$ cat src/verilog/dmt_seq_regs.svh
// Register map, field positions, reset values and fixed counts for the training symbol sequencer.
// Assumes a 32-bit AHB-Lite register bus with byte addresses decoded on the low eight bits.
`ifndef DMT_SEQ_REGS_SVH
`define DMT_SEQ_REGS_SVH

// Register byte offsets.
`define REG_CTRL 8'h00
`define REG_NTONES 8'h04
`define REG_CE_LEN 8'h08
`define REG_TONE_LO 8'h0c
`define REG_TONE_HI 8'h10
`define REG_MSG_CODE 8'h14
`define REG_IDLE_BYTE 8'h18
`define REG_MSG_LEN 8'h1c
`define REG_MSG_DATA 8'h20
`define REG_TA 8'h24
`define REG_STATUS 8'h28

// Control register bit positions.
`define CTRL_TRAIN_BIT 0
`define CTRL_CENTRAL_BIT 1
`define CTRL_PSD_SEL_BIT 2
`define CTRL_EC_REQ_BIT 3
`define CTRL_SYNC_GO_BIT 4

// Message data register fields.
`define MSG_DATA_BYTE_MSB 7
`define MSG_DATA_IDX_LSB 8
`define MSG_DATA_IDX_MSB 12

// Status register fields.
`define STAT_ITER_MSB 7
`define STAT_MSG_LSB 8
`define STAT_MSG_MSB 9
`define STAT_SYNC_ACT_BIT 10
`define STAT_SYNC_DONE_BIT 11

// Reset values.
`define NTONES_RST 13'h0100
`define CE_LEN_RST 12'h040
`define TONE_LO_RST 13'h0001
`define TONE_HI_RST 13'h00ff
`define MSG_CODE_RST 8'h00
`define IDLE_BYTE_RST 8'h00
`define ITER_FIRST 8'h01

// Default timing advance: a 7.5 us loop delay expressed in transmit samples.
`define TA_DEFAULT_NS 7500
`define TX_SAMPLE_MHZ 35
`define TA_DEFAULT_SMP (16'((`TA_DEFAULT_NS * `TX_SAMPLE_MHZ) / 1000))

// Fixed message bytes.
`define ACK_BYTE 8'h00
`define NACK_BYTE 8'hff
`define EC_NONE_BYTE 8'h00
`define EC_REQ_BYTE 8'hff

// Synchronisation burst and acknowledge timing, in symbols.
`define SYNC_LAST 4'd14
`define SYNC_MID_FIRST 4'd5
`define SYNC_MID_LAST 4'd9
`define ACK_DELAY 3'd5
`define ACK_APPLY 3'd1

// Constellation values, scrambler seed and point levels.
`define VAL_ONES 2'b11
`define VAL_ZERO 2'b00
`define SCR_SEED 11'h7ff
`define PT_POS 2'sb01
`define PT_NIL 2'sb00
`define MOD10_LAST 4'd9
`define HTRANS_ACTIVE_BIT 1

`endif

$ cat src/verilog/dmt_seq_pkg.sv
// Types shared by the training symbol sequencer: states, the tone carrier and the module state record.
// Assumes the constants of dmt_seq_regs.svh for register layout.
`default_nettype none

package dmt_seq_pkg;

  typedef enum logic [1:0] {SYM_IDLE, SYM_TONES, SYM_WAIT} sym_state_t;
  typedef enum logic [1:0] {MSG_IDLE, MSG_PSD, MSG_ACK, MSG_NACK} msg_state_t;

  // One mapped tone: index, enable and signed unit coordinates.
  typedef struct packed {
    logic [12:0] idx;
    logic en;
    logic signed [1:0] x;
    logic signed [1:0] y;
  } tone_pt_t;

  typedef struct packed {
    logic train_en;
    logic central;
    logic psd_sel;
    logic ec_req;
    logic [12:0] ntones;
    logic [11:0] ce_len;
    logic [12:0] tone_lo;
    logic [12:0] tone_hi;
    logic [7:0] msg_code;
    logic [7:0] idle_byte;
    logic [5:0] msg_len;
    logic [31:0][7:0] msg_buf;
    logic [15:0] ta;
    logic [15:0] ta_prev;
    logic [15:0] ta_corr;
    logic [7:0] iter;
    logic iter_adv;
    logic [31:0] rd_data;
    logic wr_pend;
    logic [7:0] wr_addr;
    sym_state_t sym_st;
    logic [12:0] tone;
    logic [3:0] mod10;
    logic [10:0] scr;
    logic [13:0] smp_cnt;
    logic sync_pend;
    logic sync_act;
    logic [3:0] sync_cnt;
    logic sync_done;
    msg_state_t msg_st;
    logic [5:0] ptr;
    logic [7:0] cur_byte;
    logic last_ack;
    logic ack_wait;
    logic [2:0] ack_cnt;
    logic upd_pend;
    logic upd_ok;
    logic rep_pend;
    logic tone_valid;
    tone_pt_t tone_pt;
    logic sym_start;
  } seq_state_t;

endpackage

`default_nettype wire

$ cat src/verilog/dmt_training_symbol_sequencer.sv
// Transmit sequencer for the end of the DMT training state: overhead message bytes, training
// symbols and the 15-symbol synchronisation burst, mapped tone by tone with quadrant rotation.
// Assumes an AHB-Lite register bus, a sample strobe and tone consumer on the same 20 MHz clock,
// and a receiver that reports gain updates and repeat requests as one-cycle pulses.
//
// Summary of operation
// - Downstream sync burst: 15 symbols, 4QAM.
// - Sync: 11 first/last five, 00 middle.
// - Sync points rotated by scrambler pair.
// - Scrambler reset at every symbol start.
// - Symbol spans transform plus extension samples; here longer while the tone consumer stalls.
// - PSD message: code, descriptor, echo flag.
// - Initial PSD chosen by signature selector byte.
// - PSD message repeats until first update.
// - Acknowledge is byte 00, sent once.
// - Iteration advances five symbols after acknowledge.
// - Repeat request: back, resend, advance again.
// - Reject is byte FF, sent once.
// - Training symbols, then upstream sync burst.
// - Training uses all allowed tones, 4QAM.
// - First iteration uses default timing advance; here only reset loads it, a training start keeps the current TA.
// - Later iterations change only level, advance.
// - One message byte per training symbol.
// - Odd tones 1-7 of each ten carry byte pairs by index.
// - Value 00 maps to first quadrant.
// - DC tone is never rotated.
// - Scrambler taps nine and eleven, seed ones.
// - Two bits per tone, DC forced 00.
// - Rotation table per scrambler bit pair.
// - Upstream sync burst: 15 symbols, same pattern.
//
// Design decisions made here: the placing of the registers and the AHB-Lite register port.
`default_nettype none
`include "dmt_seq_regs.svh"

module dmt_training_symbol_sequencer
  import dmt_seq_pkg::*;
(
  input wire logic I_SYS_CLK,
  input wire logic I_SYS_RST,
  input wire logic I_CE,
  input wire logic I_HSEL,
  input wire logic [31:0] I_HADDR,
  input wire logic [1:0] I_HTRANS,
  input wire logic I_HWRITE,
  input wire logic [2:0] I_HSIZE,
  input wire logic [31:0] I_HWDATA,
  input wire logic I_HREADY,
  output logic O_HREADYOUT,
  output logic [31:0] O_HRDATA,
  output logic O_HRESP,
  input wire logic I_SAMPLE_STB,
  input wire logic I_TONE_READY,
  output logic O_TONE_VALID,
  output tone_pt_t O_TONE,
  output logic O_SYM_START,
  input wire logic I_UPDATE_RX,
  input wire logic I_UPDATE_OK,
  input wire logic [15:0] I_TA_CORR,
  input wire logic I_REPEAT_RX,
  output logic [15:0] O_TIMING_ADV,
  output logic [7:0] O_ITERATION,
  output logic O_PSD_SEL,
  output logic O_SYNC_DONE
);

  seq_state_t r;
  seq_state_t n;

  // Negates a unit coordinate.
  function automatic logic signed [1:0] neg(input logic signed [1:0] v);
    neg = 2'(~v + 2'sb01);
  endfunction

  // Combinational next state: bus writes first, then the symbol machine, then event capture.
  always_comb begin
    logic addr_ok;
    logic start_sym;
    logic go;
    logic emit;
    logic [13:0] total;
    logic b0;
    logic b1;
    logic [10:0] s1;
    logic [1:0] rot;
    logic [1:0] val;
    logic [2:0] pair;
    logic signed [1:0] px;
    logic signed [1:0] py;
    n = r;
    n.sym_start = 1'b0;
    start_sym = 1'b0;
    go = 1'b0;
    emit = 1'b0;
    b0 = 1'b0;
    b1 = 1'b0;
    s1 = '0;
    rot = '0;
    val = '0;
    pair = '0;
    px = '0;
    py = '0;
    total = {1'b0, r.ntones} + {2'b0, r.ce_len};
    addr_ok = I_HSEL && I_HTRANS[`HTRANS_ACTIVE_BIT] && I_HREADY;

    // Bus address phase: latch writes for the data phase, sample read data now.
    n.wr_pend = addr_ok && I_HWRITE;
    n.wr_addr = I_HADDR[7:0];
    if (addr_ok && !I_HWRITE) begin
      if (I_HADDR[7:0] == `REG_CTRL) begin
        n.rd_data = 32'({r.ec_req, r.psd_sel, r.central, r.train_en});
      end else if (I_HADDR[7:0] == `REG_NTONES) begin
        n.rd_data = 32'(r.ntones);
      end else if (I_HADDR[7:0] == `REG_CE_LEN) begin
        n.rd_data = 32'(r.ce_len);
      end else if (I_HADDR[7:0] == `REG_TONE_LO) begin
        n.rd_data = 32'(r.tone_lo);
      end else if (I_HADDR[7:0] == `REG_TONE_HI) begin
        n.rd_data = 32'(r.tone_hi);
      end else if (I_HADDR[7:0] == `REG_MSG_CODE) begin
        n.rd_data = 32'(r.msg_code);
      end else if (I_HADDR[7:0] == `REG_IDLE_BYTE) begin
        n.rd_data = 32'(r.idle_byte);
      end else if (I_HADDR[7:0] == `REG_MSG_LEN) begin
        n.rd_data = 32'(r.msg_len);
      end else if (I_HADDR[7:0] == `REG_TA) begin
        n.rd_data = 32'(r.ta);
      end else if (I_HADDR[7:0] == `REG_STATUS) begin
        n.rd_data = 32'({r.sync_done, r.sync_act, r.msg_st, r.iter});
      end else begin
        n.rd_data = '0;
      end
    end

    // Bus data phase: store write data; the sync request bit is a one-shot.
    if (r.wr_pend) begin
      if (r.wr_addr == `REG_CTRL) begin
        n.train_en = I_HWDATA[`CTRL_TRAIN_BIT];
        n.central = I_HWDATA[`CTRL_CENTRAL_BIT];
        n.psd_sel = I_HWDATA[`CTRL_PSD_SEL_BIT];
        n.ec_req = I_HWDATA[`CTRL_EC_REQ_BIT];
        if (I_HWDATA[`CTRL_SYNC_GO_BIT]) begin
          n.sync_pend = 1'b1;
          n.sync_done = 1'b0;
        end
        if (I_HWDATA[`CTRL_TRAIN_BIT] && !r.train_en) begin
          n.msg_st = n.central ? MSG_IDLE : MSG_PSD;
          n.ptr = '0;
          n.iter = `ITER_FIRST;
          n.iter_adv = 1'b0;
          n.ack_wait = 1'b0;
          n.ta_prev = r.ta;
        end
      end else if (r.wr_addr == `REG_NTONES) begin
        n.ntones = I_HWDATA[12:0];
      end else if (r.wr_addr == `REG_CE_LEN) begin
        n.ce_len = I_HWDATA[11:0];
      end else if (r.wr_addr == `REG_TONE_LO) begin
        n.tone_lo = I_HWDATA[12:0];
      end else if (r.wr_addr == `REG_TONE_HI) begin
        n.tone_hi = I_HWDATA[12:0];
      end else if (r.wr_addr == `REG_MSG_CODE) begin
        n.msg_code = I_HWDATA[7:0];
      end else if (r.wr_addr == `REG_IDLE_BYTE) begin
        n.idle_byte = I_HWDATA[7:0];
      end else if (r.wr_addr == `REG_MSG_LEN) begin
        n.msg_len = I_HWDATA[5:0];
      end else if (r.wr_addr == `REG_MSG_DATA) begin
        n.msg_buf[I_HWDATA[`MSG_DATA_IDX_MSB:`MSG_DATA_IDX_LSB]] = I_HWDATA[`MSG_DATA_BYTE_MSB:0];
      end else if (r.wr_addr == `REG_TA) begin
        n.ta = I_HWDATA[15:0];
      end
    end

    go = (n.train_en || n.sync_pend || r.sync_act) && (r.ntones != '0);

    // Sample counter: a symbol lasts at least transform length plus extension samples and ends once its last tone is taken.
    if (r.sym_st != SYM_IDLE && I_SAMPLE_STB && r.smp_cnt < total) begin
      n.smp_cnt = r.smp_cnt + 14'd1;
    end

    // Symbol machine.
    case (r.sym_st)
      SYM_IDLE: begin
        start_sym = go;
      end
      SYM_TONES: begin
        emit = !r.tone_valid || I_TONE_READY;
      end
      SYM_WAIT: begin
        if (r.tone_valid && I_TONE_READY) begin
          n.tone_valid = 1'b0;
        end
        if ((!r.tone_valid || I_TONE_READY) && r.smp_cnt == total) begin
          // Symbol end: burst counting and the delayed iteration step.
          if (r.sync_act) begin
            if (r.sync_cnt == `SYNC_LAST) begin
              n.sync_act = 1'b0;
              n.sync_done = 1'b1;
              n.train_en = 1'b0;
            end else begin
              n.sync_cnt = r.sync_cnt + 4'd1;
            end
          end
          if (r.ack_wait) begin
            n.ack_cnt = r.ack_cnt - 3'd1;
            if (r.ack_cnt == `ACK_APPLY) begin
              n.ack_wait = 1'b0;
              n.iter = r.iter + 8'd1;
              n.iter_adv = 1'b1;
              n.ta_prev = r.ta;
              n.ta = r.ta + r.ta_corr;
            end
          end
          start_sym = n.train_en || n.sync_pend || n.sync_act;
          if (!start_sym) begin
            n.sym_st = SYM_IDLE;
          end
        end
      end
      default: begin
        n.sym_st = SYM_IDLE;
      end
    endcase

    // Map one tone: two scrambler bits, value by symbol type, then rotation.
    if (emit) begin
      b0 = r.scr[8] ^ r.scr[10];
      s1 = {r.scr[9:0], b0};
      b1 = s1[8] ^ s1[10];
      n.scr = {s1[9:0], b1};
      rot = (r.tone == '0) ? `VAL_ZERO : {b0, b1};
      pair = 3'(r.mod10[3:1]);
      if (r.sync_act) begin
        val = (r.sync_cnt < `SYNC_MID_FIRST || r.sync_cnt > `SYNC_MID_LAST) ? `VAL_ONES : `VAL_ZERO;
      end else if (r.mod10[0] && r.mod10 != `MOD10_LAST) begin
        val = {r.cur_byte[{pair[1:0], 1'b1}], r.cur_byte[{pair[1:0], 1'b0}]};
      end else begin
        val = `VAL_ZERO;
      end
      px = val[1] ? neg(`PT_POS) : `PT_POS;
      py = val[0] ? neg(`PT_POS) : `PT_POS;
      n.tone_valid = 1'b1;
      n.tone_pt.idx = r.tone;
      n.tone_pt.en = (r.tone >= r.tone_lo) && (r.tone <= r.tone_hi);
      case (rot)
        2'b00: begin
          n.tone_pt.x = px;
          n.tone_pt.y = py;
        end
        2'b01: begin
          n.tone_pt.x = neg(py);
          n.tone_pt.y = px;
        end
        2'b11: begin
          n.tone_pt.x = neg(px);
          n.tone_pt.y = neg(py);
        end
        default: begin
          n.tone_pt.x = py;
          n.tone_pt.y = neg(px);
        end
      endcase
      if (!n.tone_pt.en) begin
        n.tone_pt.x = `PT_NIL;
        n.tone_pt.y = `PT_NIL;
      end
      n.tone = r.tone + 13'd1;
      n.mod10 = (r.mod10 == `MOD10_LAST) ? 4'd0 : r.mod10 + 4'd1;
      if (r.tone == r.ntones - 13'd1) begin
        n.sym_st = SYM_WAIT;
      end
    end

    // Symbol start: reseed the scrambler, pick the burst or the next message byte.
    if (start_sym) begin
      n.sym_st = SYM_TONES;
      n.sym_start = 1'b1;
      n.scr = `SCR_SEED;
      n.tone = '0;
      n.mod10 = '0;
      n.smp_cnt = '0;
      if (n.sync_pend && !n.sync_act) begin
        n.sync_pend = 1'b0;
        n.sync_act = 1'b1;
        n.sync_cnt = '0;
      end
      if (r.upd_pend) begin
        n.upd_pend = 1'b0;
        n.msg_st = r.upd_ok ? MSG_ACK : MSG_NACK;
        n.iter_adv = 1'b0;
      end else if (r.rep_pend) begin
        n.rep_pend = 1'b0;
        if (r.last_ack) begin
          n.msg_st = MSG_ACK;
          if (r.iter_adv) begin
            n.iter = r.iter - 8'd1;
            n.ta = r.ta_prev;
            n.iter_adv = 1'b0;
          end
        end else begin
          n.msg_st = MSG_NACK;
        end
      end
      case (n.msg_st)
        MSG_PSD: begin
          // The pointer is read from n so that a fresh training start restarts at the code byte.
          if (n.ptr == '0) begin
            n.cur_byte = r.msg_code;
          end else if (n.ptr <= r.msg_len) begin
            n.cur_byte = r.msg_buf[5'(n.ptr - 6'd1)];
          end else begin
            n.cur_byte = r.ec_req ? `EC_REQ_BYTE : `EC_NONE_BYTE;
          end
          n.ptr = (n.ptr > r.msg_len) ? 6'd0 : n.ptr + 6'd1;
        end
        MSG_ACK: begin
          n.cur_byte = `ACK_BYTE;
          n.last_ack = 1'b1;
          n.ack_wait = 1'b1;
          n.ack_cnt = `ACK_DELAY;
          n.msg_st = MSG_IDLE;
        end
        MSG_NACK: begin
          n.cur_byte = `NACK_BYTE;
          n.last_ack = 1'b0;
          n.msg_st = MSG_IDLE;
        end
        default: begin
          n.cur_byte = r.idle_byte;
        end
      endcase
    end

    // Receiver events are captured last so a new event is never lost to a consume.
    if (r.train_en && I_UPDATE_RX) begin
      n.upd_pend = 1'b1;
      n.upd_ok = I_UPDATE_OK;
      n.ta_corr = I_TA_CORR;
    end
    if (r.train_en && I_REPEAT_RX) begin
      n.rep_pend = 1'b1;
    end
  end

  // State register with asynchronous reset and a clock enable that freezes everything.
  always_ff @(posedge I_SYS_CLK or posedge I_SYS_RST) begin
    if (I_SYS_RST) begin
      r <= '0;
      r.ntones <= `NTONES_RST;
      r.ce_len <= `CE_LEN_RST;
      r.tone_lo <= `TONE_LO_RST;
      r.tone_hi <= `TONE_HI_RST;
      r.msg_code <= `MSG_CODE_RST;
      r.idle_byte <= `IDLE_BYTE_RST;
      r.ta <= `TA_DEFAULT_SMP;
      r.ta_prev <= `TA_DEFAULT_SMP;
      r.iter <= `ITER_FIRST;
      r.scr <= `SCR_SEED;
    end else if (I_CE) begin
      r <= n;
    end
  end

  // Outputs straight from the state record; the slave never stalls and always answers OKAY.
  assign O_HREADYOUT = 1'b1;
  assign O_HRESP = 1'b0;
  assign O_HRDATA = r.rd_data;
  assign O_TONE_VALID = r.tone_valid;
  assign O_TONE = r.tone_pt;
  assign O_SYM_START = r.sym_start;
  assign O_TIMING_ADV = r.ta;
  assign O_ITERATION = r.iter;
  assign O_PSD_SEL = r.psd_sel;
  assign O_SYNC_DONE = r.sync_done;

endmodule

`default_nettype wire

$ cat config.mk
export PLATFORM = sky130hd
export DESIGN_NAME = dmt_training_symbol_sequencer
export DESIGN_NICKNAME = d
export VERILOG_FILES = /design/src/verilog/dmt_seq_pkg.sv /design/src/verilog/dmt_training_symbol_sequencer.sv
export VERILOG_INCLUDE_DIRS = /design/src /design/src/verilog
export SDC_FILE = /design/constraint.sdc
export NUM_CORES = 1
export LEC_CHECK = 0
export BUFFER_PORTS_ARGS = -buffer_cell sky130_fd_sc_hd__buf_2
export CAP_MARGIN = 20
export CORE_ASPECT_RATIO = 0.6
export CORE_UTILIZATION = 56
export DETAILED_ROUTE_END_ITERATION = 8
export HOLD_SLACK_MARGIN = 0.05
export PLACE_DENSITY_LB_ADDON = 0.12
export SLEW_MARGIN = 20
export SYNTH_ARGS = -nofsm -noshare
export SYNTH_HDL_FRONTEND = slang
export SYNTH_SLANG_ARGS = --single-unit
$ cat constraint.sdc
create_clock -name I_SYS_CLK -period 14.4 [get_ports I_SYS_CLK]
set_input_delay 1.44 -clock I_SYS_CLK [delete_from_list [all_inputs] [get_ports I_SYS_CLK]]
set_output_delay 1.44 -clock I_SYS_CLK [all_outputs]
set_load 0.02 [all_outputs]
== After elaboration in Yosys (flattened, before gate mapping) ==
Index checks and enable logic that the tools add are counted.

* Flip-flop bits (word level): 526
* Input bits: 96
* Output and inout bits: 80
* Word-level logic and storage cells: 343

* Multiplexer cells: 136
* $add $sub $neg: 14
* Bitwise operators: 12
* Reduce and logical (&&, ||, !) cells: 62
* Magnitude comparators: 12
* Equality and inequality tests: 32

{| class="wikitable"
|+ Operator list
! cell !! count
|-
| 365-bit 2-to-1 mux || 1
|-
| 345-bit 2-to-1 mux || 1
|-
| 332-bit 2-to-1 mux || 1
|-
| 320-bit 2-to-1 mux || 1
|-
| 307-bit 2-to-1 mux || 1
|-
| 294-bit 2-to-1 mux || 1
|-
| 16-bit 2-to-1 mux || 18
|-
| 286-bit 2-to-1 mux || 1
|-
| 278-bit 2-to-1 mux || 1
|-
| 272-bit 2-to-1 mux || 1
|-
| 256-bit bitwise mux || 1
|-
| 256-bit 2-to-1 mux || 1
|-
| 32-bit 2-to-1 mux || 4
|-
| 9-bit 2-to-1 mux || 13
|-
| 8-bit 2-to-1 mux || 9
|-
| 8-bit by 5-bit equality test with 1-bit output (second input constant) || 8
|-
| 6-bit 2-to-1 mux || 9
|-
| 50-bit 2-to-1 mux || 1
|-
| 8-bit binary-select mux with 5-bit select || 1
|-
| 8-bit demux with 5-bit select || 1
|-
| 13-bit 2-to-1 mux || 3
|-
| 8-bit by 4-bit equality test with 1-bit output (second input constant) || 4
|-
| 8-bit by 6-bit equality test with 1-bit output (second input constant) || 4
|-
| 4-bit 2-to-1 mux || 8
|-
| other kinds (66) || 174
|}

== Longest topological paths before layout ==
Gate-level depths: netlist of run 1.

* Depth after elaboration: 29
* Gate-level depth with buffers: 24
* Gate-level depth less buffers: 22

== Worst setup path after synthesis of run 1 ==
Ideal clock, no wire load.

* Path kind: input port to flip-flop
* From: in I_HWDATA[0]
* To: reg r[32] in the netlist's numbering
* Arrival: 5.252 ns
* Path buffers: 6
* Setup slack: 9.066 ns
* Stages: 19
* Data required time: 14.318 ns
* Setup time: 0.082 ns
* Cells stage by stage: and3b_1 > clkbuf_1 > nand4_1 > and2_1 > clkinv_1 > clkbuf_1 > buf_2 > ha_1 > clkbuf_1 > inv_1 > buf_1 > nand2_1 > clkbuf_1 > nor3_1 > nor4_1 > a21oi_1 > nor3_1 > nand4_1 > a31oi_1

* Longest elaborated chain between the ends: 11
* Elaborated cells on any way between the ends: 32
* Classes of those cells: add/sub (1); order compare (1); eq/ne (3); mux (19); reduce/logical (8)

{| class="wikitable"
|+ Ends and longest elaborated chain
! what !! RTL line !! text
|-
| from (decl) || dmt_training_symbol_sequencer.sv:47 || <nowiki>input wire logic [31:0] I_HWDATA,</nowiki>
|-
| branches (longest 11 deep; another with 5-bit by 1-bit subtractor with 5-bit output) || n/a ||
|-
| to (signal assigned) || dmt_training_symbol_sequencer.sv:361 || <nowiki>r <= n;</nowiki>
|-
| to (decl) || dmt_training_symbol_sequencer.sv:67 || <nowiki>seq_state_t r;</nowiki>
|}

Several ways; the timed one is not identified. The select of a mux whose other input is x is not followed.
A chain may end at the register's enable or synchronous reset.

== Final worst setup path of run 1 ==
* From: in I_HWDATA[0]
* To: reg r[30] in the netlist's numbering

The elaborated chain is that of the path after synthesis.

==> results_dict.tcl, run 1 <==
set metrics [dict create \
    status "complete, no violations" \
    cp-start-kind "input port" \
    die_y_um 175 \
    synthCells 2665 \
    fin_tns_setup_ps 0 \
    gp_congestion 0.949 \
    setup.worst_path.start "I_HWDATA[0]" \
    cts_sinks 508 \
    cp_max_fo 53 \
    end_kind "register" \
    hp-class "register to register" \
    clkTransAtPathRegs_ps 60 \
    tightest_slew_ps 1140 \
    hold_ws_ps 469 \
    drt_first_pass_iters 6 \
    syn_area_um2 28100 \
    nets 2844 \
    final-setup-viol-count 0 \
    synth.top_cells.by_area "dfrtp_1, mux2_2, ha_1" \
    relSlewSlack_pct 23.0 \
    dp.final_hpwl_um 57400 \
    grt_pass1_vias 20500 \
    fin_crit_ps 7100 \
    maxCapViolCount 0 \
    gr-usage-all-layers_pct 32.1 \
    arrival_ps 7610 \
    cts_tree "yes" \
    hp-start "O_TONE[11]" \
    placementRows 63 \
    path_cells "buf_2 > buf_4 > and3b_1 > nand4_1 > and2_1 > inv_2 > buf_4 > ha_1 > nand2_1 > mux2_2 > o22ai_1 > nor2_1 > nand2_1 > a21oi_1 > nor3_1 > nand4_1 > a31oi_1" \
    met1_length_um 39600 \
    r2r_start "r[99]" \
    wl_met3_um 8500 \
    core-area_um2 49400 \
    total_power_uw 3340 \
    hold_viol_final 0 \
    ys_ff_latch 508 \
    rr_worst_depth 15 \
    route.detailed.drc 0 \
    synth_ff_type "dfrtp_1" \
    crit_path_max_incr_delay_ps 830 \
    htree_num_levels 2 \
    dp.cells 3253 \
    synth_edf_count 0 \
    cts_root_buf "clkbuf_16" \
    wl_met2_um 32900 \
    required_ps 14910 \
    ys_types 80 \
    r2r_end "r[30]" \
    finalNonFillerCells 3348 \
    cts_made_buffers 50 \
    yosysWarnings 0 \
    clock_path_buffers 3 \
    ant_nets 0 \
    grt_pass1_wl_um 126000 \
    rrSetupSlack_ps 7930 \
    worstSkewPairLatency_ps 590 \
    powerDensity_nw_per_um2 110 \
    layout-drive-gt1-share_pct 26.0 \
    avgSynthCellArea_um2 10.5 \
    skew_ps 29.6 \
    period_share_pct 49.3 \
    async_reset_ff_share_pct 100 \
    die_x_um 291 \
    ys_top_cells_by_count "dfrtp_1, mux2_2, nand2_1" \
    avgViaCountPerCell 6.48 \
    rsz0062_at_grt "no" \
    cts_setup_buffers 0 \
    leakage_uw 0.0143 \
    fmaxAchievable_mhz 141 \
    gr-total-overflow 0 \
    drt-total-wl_um 82400 \
    grt_max_degree 80 \
    nFillCells 3989 \
    area_growth_pct 8.14 \
    yosys.area.top_type "dfrtp_1" \
    avgRoutedWirePerCell_um 24.6 \
    drtIter0Drc 2558 \
    num_vias 21700 \
    io_buffers 113 \
    ir_drop_uv 93.6 \
    seq_area_frac_synth_pct 45.4 \
    yosysTopAreaCellShare_pct 42.7 \
    antenna_found_initial 6 \
    path_class "input port to register" \
    start_util_pct 56.8 \
    slowest_stage "nor3_1" \
    yosysMostFrequentCell "dfrtp_1" \
    io_pins 176 \
    crit_end "r[30]" \
    holdBufCountCts 0 \
    dr.max_layer_used "met4" \
    drv_slew 0 \
    dieArea_um2 51100 \
    post_cts_resized 0 \
]
==> layout by cell type, fill, tap and decap left out, types with 29 or more instances in the layout <==
master     netlist  routed
buf_2           10     113
ha_1            90      89
mux4_2          41      41
o21ai_0        140     140
nor3_1         105     102
and3_1          29      29
buf_4           76      39
nand2_1        270     270
clkbuf_16        0      51
dfrtp_1        479     479
inv_1           67      66
dfstp_2         29      29
mux2i_1         38      38
nand3_1        109     108
nor2_1         129     128
mux2_2         372     372
a21oi_1         99      99
nand4_1         37      37
a31oi_1         35      35
==> layout make-up <==
type,count,area [um^2],area share (%)
Antenna cell,3,7.51,0.0247
Sequential cell,508,12700,42.0
Clock buffer,78,1510,4.97
Multi-Input combinational cell,1876,14000,46.2
Inverter,68,259,0.853
Clock inverter,13,140,0.462
Tap cell,650,813,2.68
Timing Repair Buffer,152,858,2.83
==> power by group <==
part	internal, uW	switching (uW)	total (uW)	leakage [uW]
Sequential	1490	91.8	1580	0.00685
Combinational	153	259	413	0.00666
Clock	757	583	1340	0.000818
==> critical path: cells and delay by family <==
family	cells	cell delay, ps
and+or+nand+nor	8	3060
buffers and inverters	4	1220
AOI/OAI and AO/OA	3	1040
adders and majority gates	1	510
muxes	1	290
==> through the flow <==
step                worst slack [ps]  util, %  cell area (um^2)
floorplan                       6090        -             28100
finish                          7300     61.4             30400
global route                    7050     61.4             30400
detailed placement              7110     58.1             28700
global placement                7150     58.1             28700
CTS                             7710     61.4             30300
==> cells by family (layout without fill, tap and decap cells) <==
kind of cell               Yosys count  count (layout)  share of synthesized area, %
buffers and inverters              297             311                          5.03
DFF                                508             508                          45.4
xor gates and xnor gates            55              55                          1.78
other                                2              21                        0.0267
and+or+nand+nor                    795             795                          13.4
muxes                              451             451                          19.6
AOI/OAI and AO/OA                  465             465                          10.7
adders and majority gates           92              92                          4.15
==> worst min-delay path by stage <==
stage | endpoint | slack (ps) | depth (start not counted)
3_3_place_gp | O_TONE[12] | 460 | 2
2_1_floorplan | O_TONE[13] | 450 | 2
4_1_cts | O_TONE[11] | 480 | 2
3_5_place_dp | O_TONE[11] | 460 | 2
6_report | O_TONE[11] | 470 | 2
5_1_grt | r[69] | 500 | 2
==> routing by layer <==
metal	track usage, %	up-vias
met5	0	-
met4	6.46	0
met3	8.16	119
met2	42.7	959
met1	51.8	11000
li1	-	9586
Note: power is estimated with default switching activity, not from simulation.
==> run 2: changes to the inputs <==
--- a/config.mk
+++ b/config.mk
@@ -6,6 +6,7 @@
 export SDC_FILE = /design/constraint.sdc
 export NUM_CORES = 1
 export LEC_CHECK = 0
+export ABC_AREA = 1
 export BUFFER_PORTS_ARGS = -buffer_cell sky130_fd_sc_hd__buf_2
 export CAP_MARGIN = 20
 export CORE_ASPECT_RATIO = 0.6
==> constraint.sdc (replaced) <==
create_clock -name I_SYS_CLK -period 5.8 [get_ports I_SYS_CLK]
set_input_delay 0.58 -clock I_SYS_CLK [delete_from_list [all_inputs] [get_ports I_SYS_CLK]]
set_output_delay 0.58 -clock I_SYS_CLK [all_outputs]
set_load 0.02 [all_outputs]
==> run 2 against run 1 <==
Compared with the run above:
- via count increased by 16%
- clock-buffer cell count decreased by 9
- total power increased to 2.8 times the previous value
- highest routed layer is now met5
- die area decreased by 0.71%
- core utilization increased by 0.38 points
- largest power group unchanged
- clock power increased to 2.6 times the previous value
- combinational power increased to 4.6 times the previous value
- sequential share of layout area increased by 0.56 points
- synthesized cell count increased by 33%
- worst setup slack got worse by 6400 ps
==> results_dict.tcl, run 2 <==
set metrics [dict create \
    drt_first_pass_iters 6 \
    hp-class "input port to async pin" \
    total_power_uw 9420 \
    num_vias 25200 \
    utilization_pct 61.8 \
    hold_ws_ps 72.2 \
    internal-power_uw 6430 \
    gr-total-overflow 0 \
    layout-drive-gt1-share_pct 9.21 \
    wl_met3_um 9890 \
    ir_drop_uv 251 \
    io_buffers 113 \
    avgRoutedWirePerCell_um 20.3 \
    clock_path_buffers 3 \
    tightest_slew_ps 1180 \
    p_comb_share_pct 20.3 \
    ys_types 59 \
    avgSynthCellArea_um2 7.86 \
    nFillCells 4252 \
    yosysMostFrequentCell "nand2_1" \
    die_y_um 175 \
    antenna_found_initial 3 \
    synth.top_cells.by_area "dfrtp_1, nand2_1, o21ai_0" \
    sw_frac_of_total_pct 31.7 \
    final-setup-viol-count 0 \
    synth_edf_count 0 \
    p_clk_share_pct 36.5 \
    rr_worst_depth 26 \
    grt_pass1_vias 23600 \
    yosysTopAreaCellShare_pct 43.0 \
    fin_crit_ps 4920 \
    ys_top_cells_by_count "nand2_1, o21ai_0, dfrtp_1" \
    wl_met2_um 34100 \
    gp_congestion 0.950 \
    dieArea_um2 50700 \
    relSlewSlack_pct 21.2 \
    syn_area_um2 27900 \
    dr.max_layer_used "met5" \
    cts_sinks 508 \
    path_class "register to register" \
    period_share_pct 84.8 \
    grt_max_degree 156 \
    seq_area_frac_synth_pct 45.7 \
    route.detailed.drc 0 \
    yosys.area.top_type "dfrtp_1" \
    postLayoutSetupSlackWorst_ps 883 \
    holdBufCountCts 0 \
    synth_ff_type "dfrtp_1" \
    clkTransAtPathRegs_ps 60 \
    grt_pass1_wl_um 135000 \
    arrival_ps 5360 \
    start_util_pct 57.5 \
    cts_root_buf "clkbuf_16" \
    final_common_cell "nand2_1" \
    placementRows 62 \
    synthCells 3547 \
    fmaxAchievable_mhz 203 \
    worstSkewPairLatency_ps 600 \
    yosysWarnings 0 \
    cts_tree "yes" \
    dpl_worst_slack_ps 1030 \
    io_pins 176 \
    htree_num_levels 2 \
    end_kind "register" \
    powerDensity_nw_per_um2 314 \
    seq_power_share_pct 43.2 \
    rsz0062_at_grt "no" \
    cts_setup_buffers 0 \
    status "complete, no violations" \
    drtIter0Drc 3228 \
    area_growth_pct 7.50 \
    async_reset_ff_share_pct 100 \
    cts_made_buffers 49 \
    drt-total-wl_um 84900 \
    gr-usage-all-layers_pct 33.7 \
    layout_common_cells "nand2_1, o21ai_0, dfrtp_1" \
    drv_slew 0 \
    skew_ps 27.5 \
    die_x_um 290 \
    r2r_start "r[509]" \
    cp-start-kind "register" \
    nets 3690 \
    dp.final_hpwl_um 57600 \
    post_cts_resized 0 \
    core-area_um2 48500 \
    hold_viol_final 0 \
    cp_max_fo 35 \
    power.switching_uw 2990 \
    ant_nets 0 \
    leakage_uw 0.0138 \
    met1_length_um 38900 \
    ys_ff_latch 508 \
    maxCapViolCount 0 \
    r2r_end "O_ITERATION[5]" \
    required_ps 6240 \
    rrSetupSlack_ps 880 \
    avgViaCountPerCell 6.03 \
]
[run 2: kinds of logic (layout without fill, tap and decap cells)]
kind of cell / count (synthesis) / in the layout / synth area share (%)
adders and majority gates: 92 / 92 / 4.18
xor gates and xnor gates: 60 / 60 / 1.94
AOI/OAI and AO/OA: 728 / 728 / 14.1
buffers and inverters: 524 / 501 / 8.46
muxes: 23 / 23 / 0.898
and+or+nand+nor: 1610 / 1610 / 24.7
DFF: 508 / 508 / 45.7
other: 2 / 19 / 0.0269
[run 2: critical path, stage by stage, from the launching register on]
cell,delay (ps)
dfrtp_1,420
ha_1,210
inv_1,60
fa_1,400
inv_1,80
a31oi_1,130
o31ai_1,370
nand2_1,90
nand2_1,80
nand2_1,50
nand2_1,90
a21oi_1,70
o21ai_0,200
xor2_1,110
ha_1,280
nand2_1,70
inv_1,80
nand3_1,90
nor4_2,230
buf_4,220
nand3_2,100
nand2_4,170
nand2_2,430
inv_2,450
nand3_1,120
nand3_1,100
o21ai_0,90
[run 2: how the worst max path moves through the flow]
| stage | slack [ps] | cells past startpoint | from | endpoint |
|---|---|---|---|---|
| after floorplan | -1650 | 1 | I_SYS_RST | O_HRDATA[0] |
| after global placement | 1060 | 26 | r[509] | O_ITERATION[5] |
| after detailed placement | 1030 | 26 | r[509] | O_ITERATION[5] |
| after CTS | 970 | 26 | r[509] | O_ITERATION[5] |
| after global routing | 490 | 26 | r[509] | O_TIMING_ADV[12] |
| final | 880 | 26 | r[509] | O_ITERATION[5] |
[run 2: final cells by class]
type | instances | area, um^2 | area share [%]
Clock buffer | 69 | 1420 | 4.75
Timing Repair Buffer | 152 | 887 | 2.96
Multi-Input combinational cell | 2531 | 12800 | 42.9
Clock inverter | 20 | 272 | 0.906
Antenna cell | 1 | 2.50 | 0.00835
Inverter | 260 | 982 | 3.28
Sequential cell | 508 | 12800 | 42.6
Tap cell | 640 | 801 | 2.67
[run 2: metrics by stage]
stage,setup TNS [ps],instance area [um^2],cells
finish,0,30000,4181
CTS,0,30000,4179
floorplan,-791640,27900,3563
detailed placement,0,28300,4090
global placement,0,28300,4090
global route,0,30000,4180
[run 2: power groups by stage]
stage | clock network (uW) | logic (uW) | registers [uW]
floorplan | 0 | 1460 | 4020
global placement | 0 | 1820 | 4110
detailed placement | 0 | 1870 | 4120
CTS | 3480 | 1880 | 4060
global route | 3620 | 2150 | 4090
finish | 3440 | 1910 | 4070
[run 2: per-layer routing]
metal,global-route usage (%),vias up
met3,9.34,139
li1,-,11700
met2,47.3,1217
met4,7.80,4
met5,0,-
met1,51.4,12200
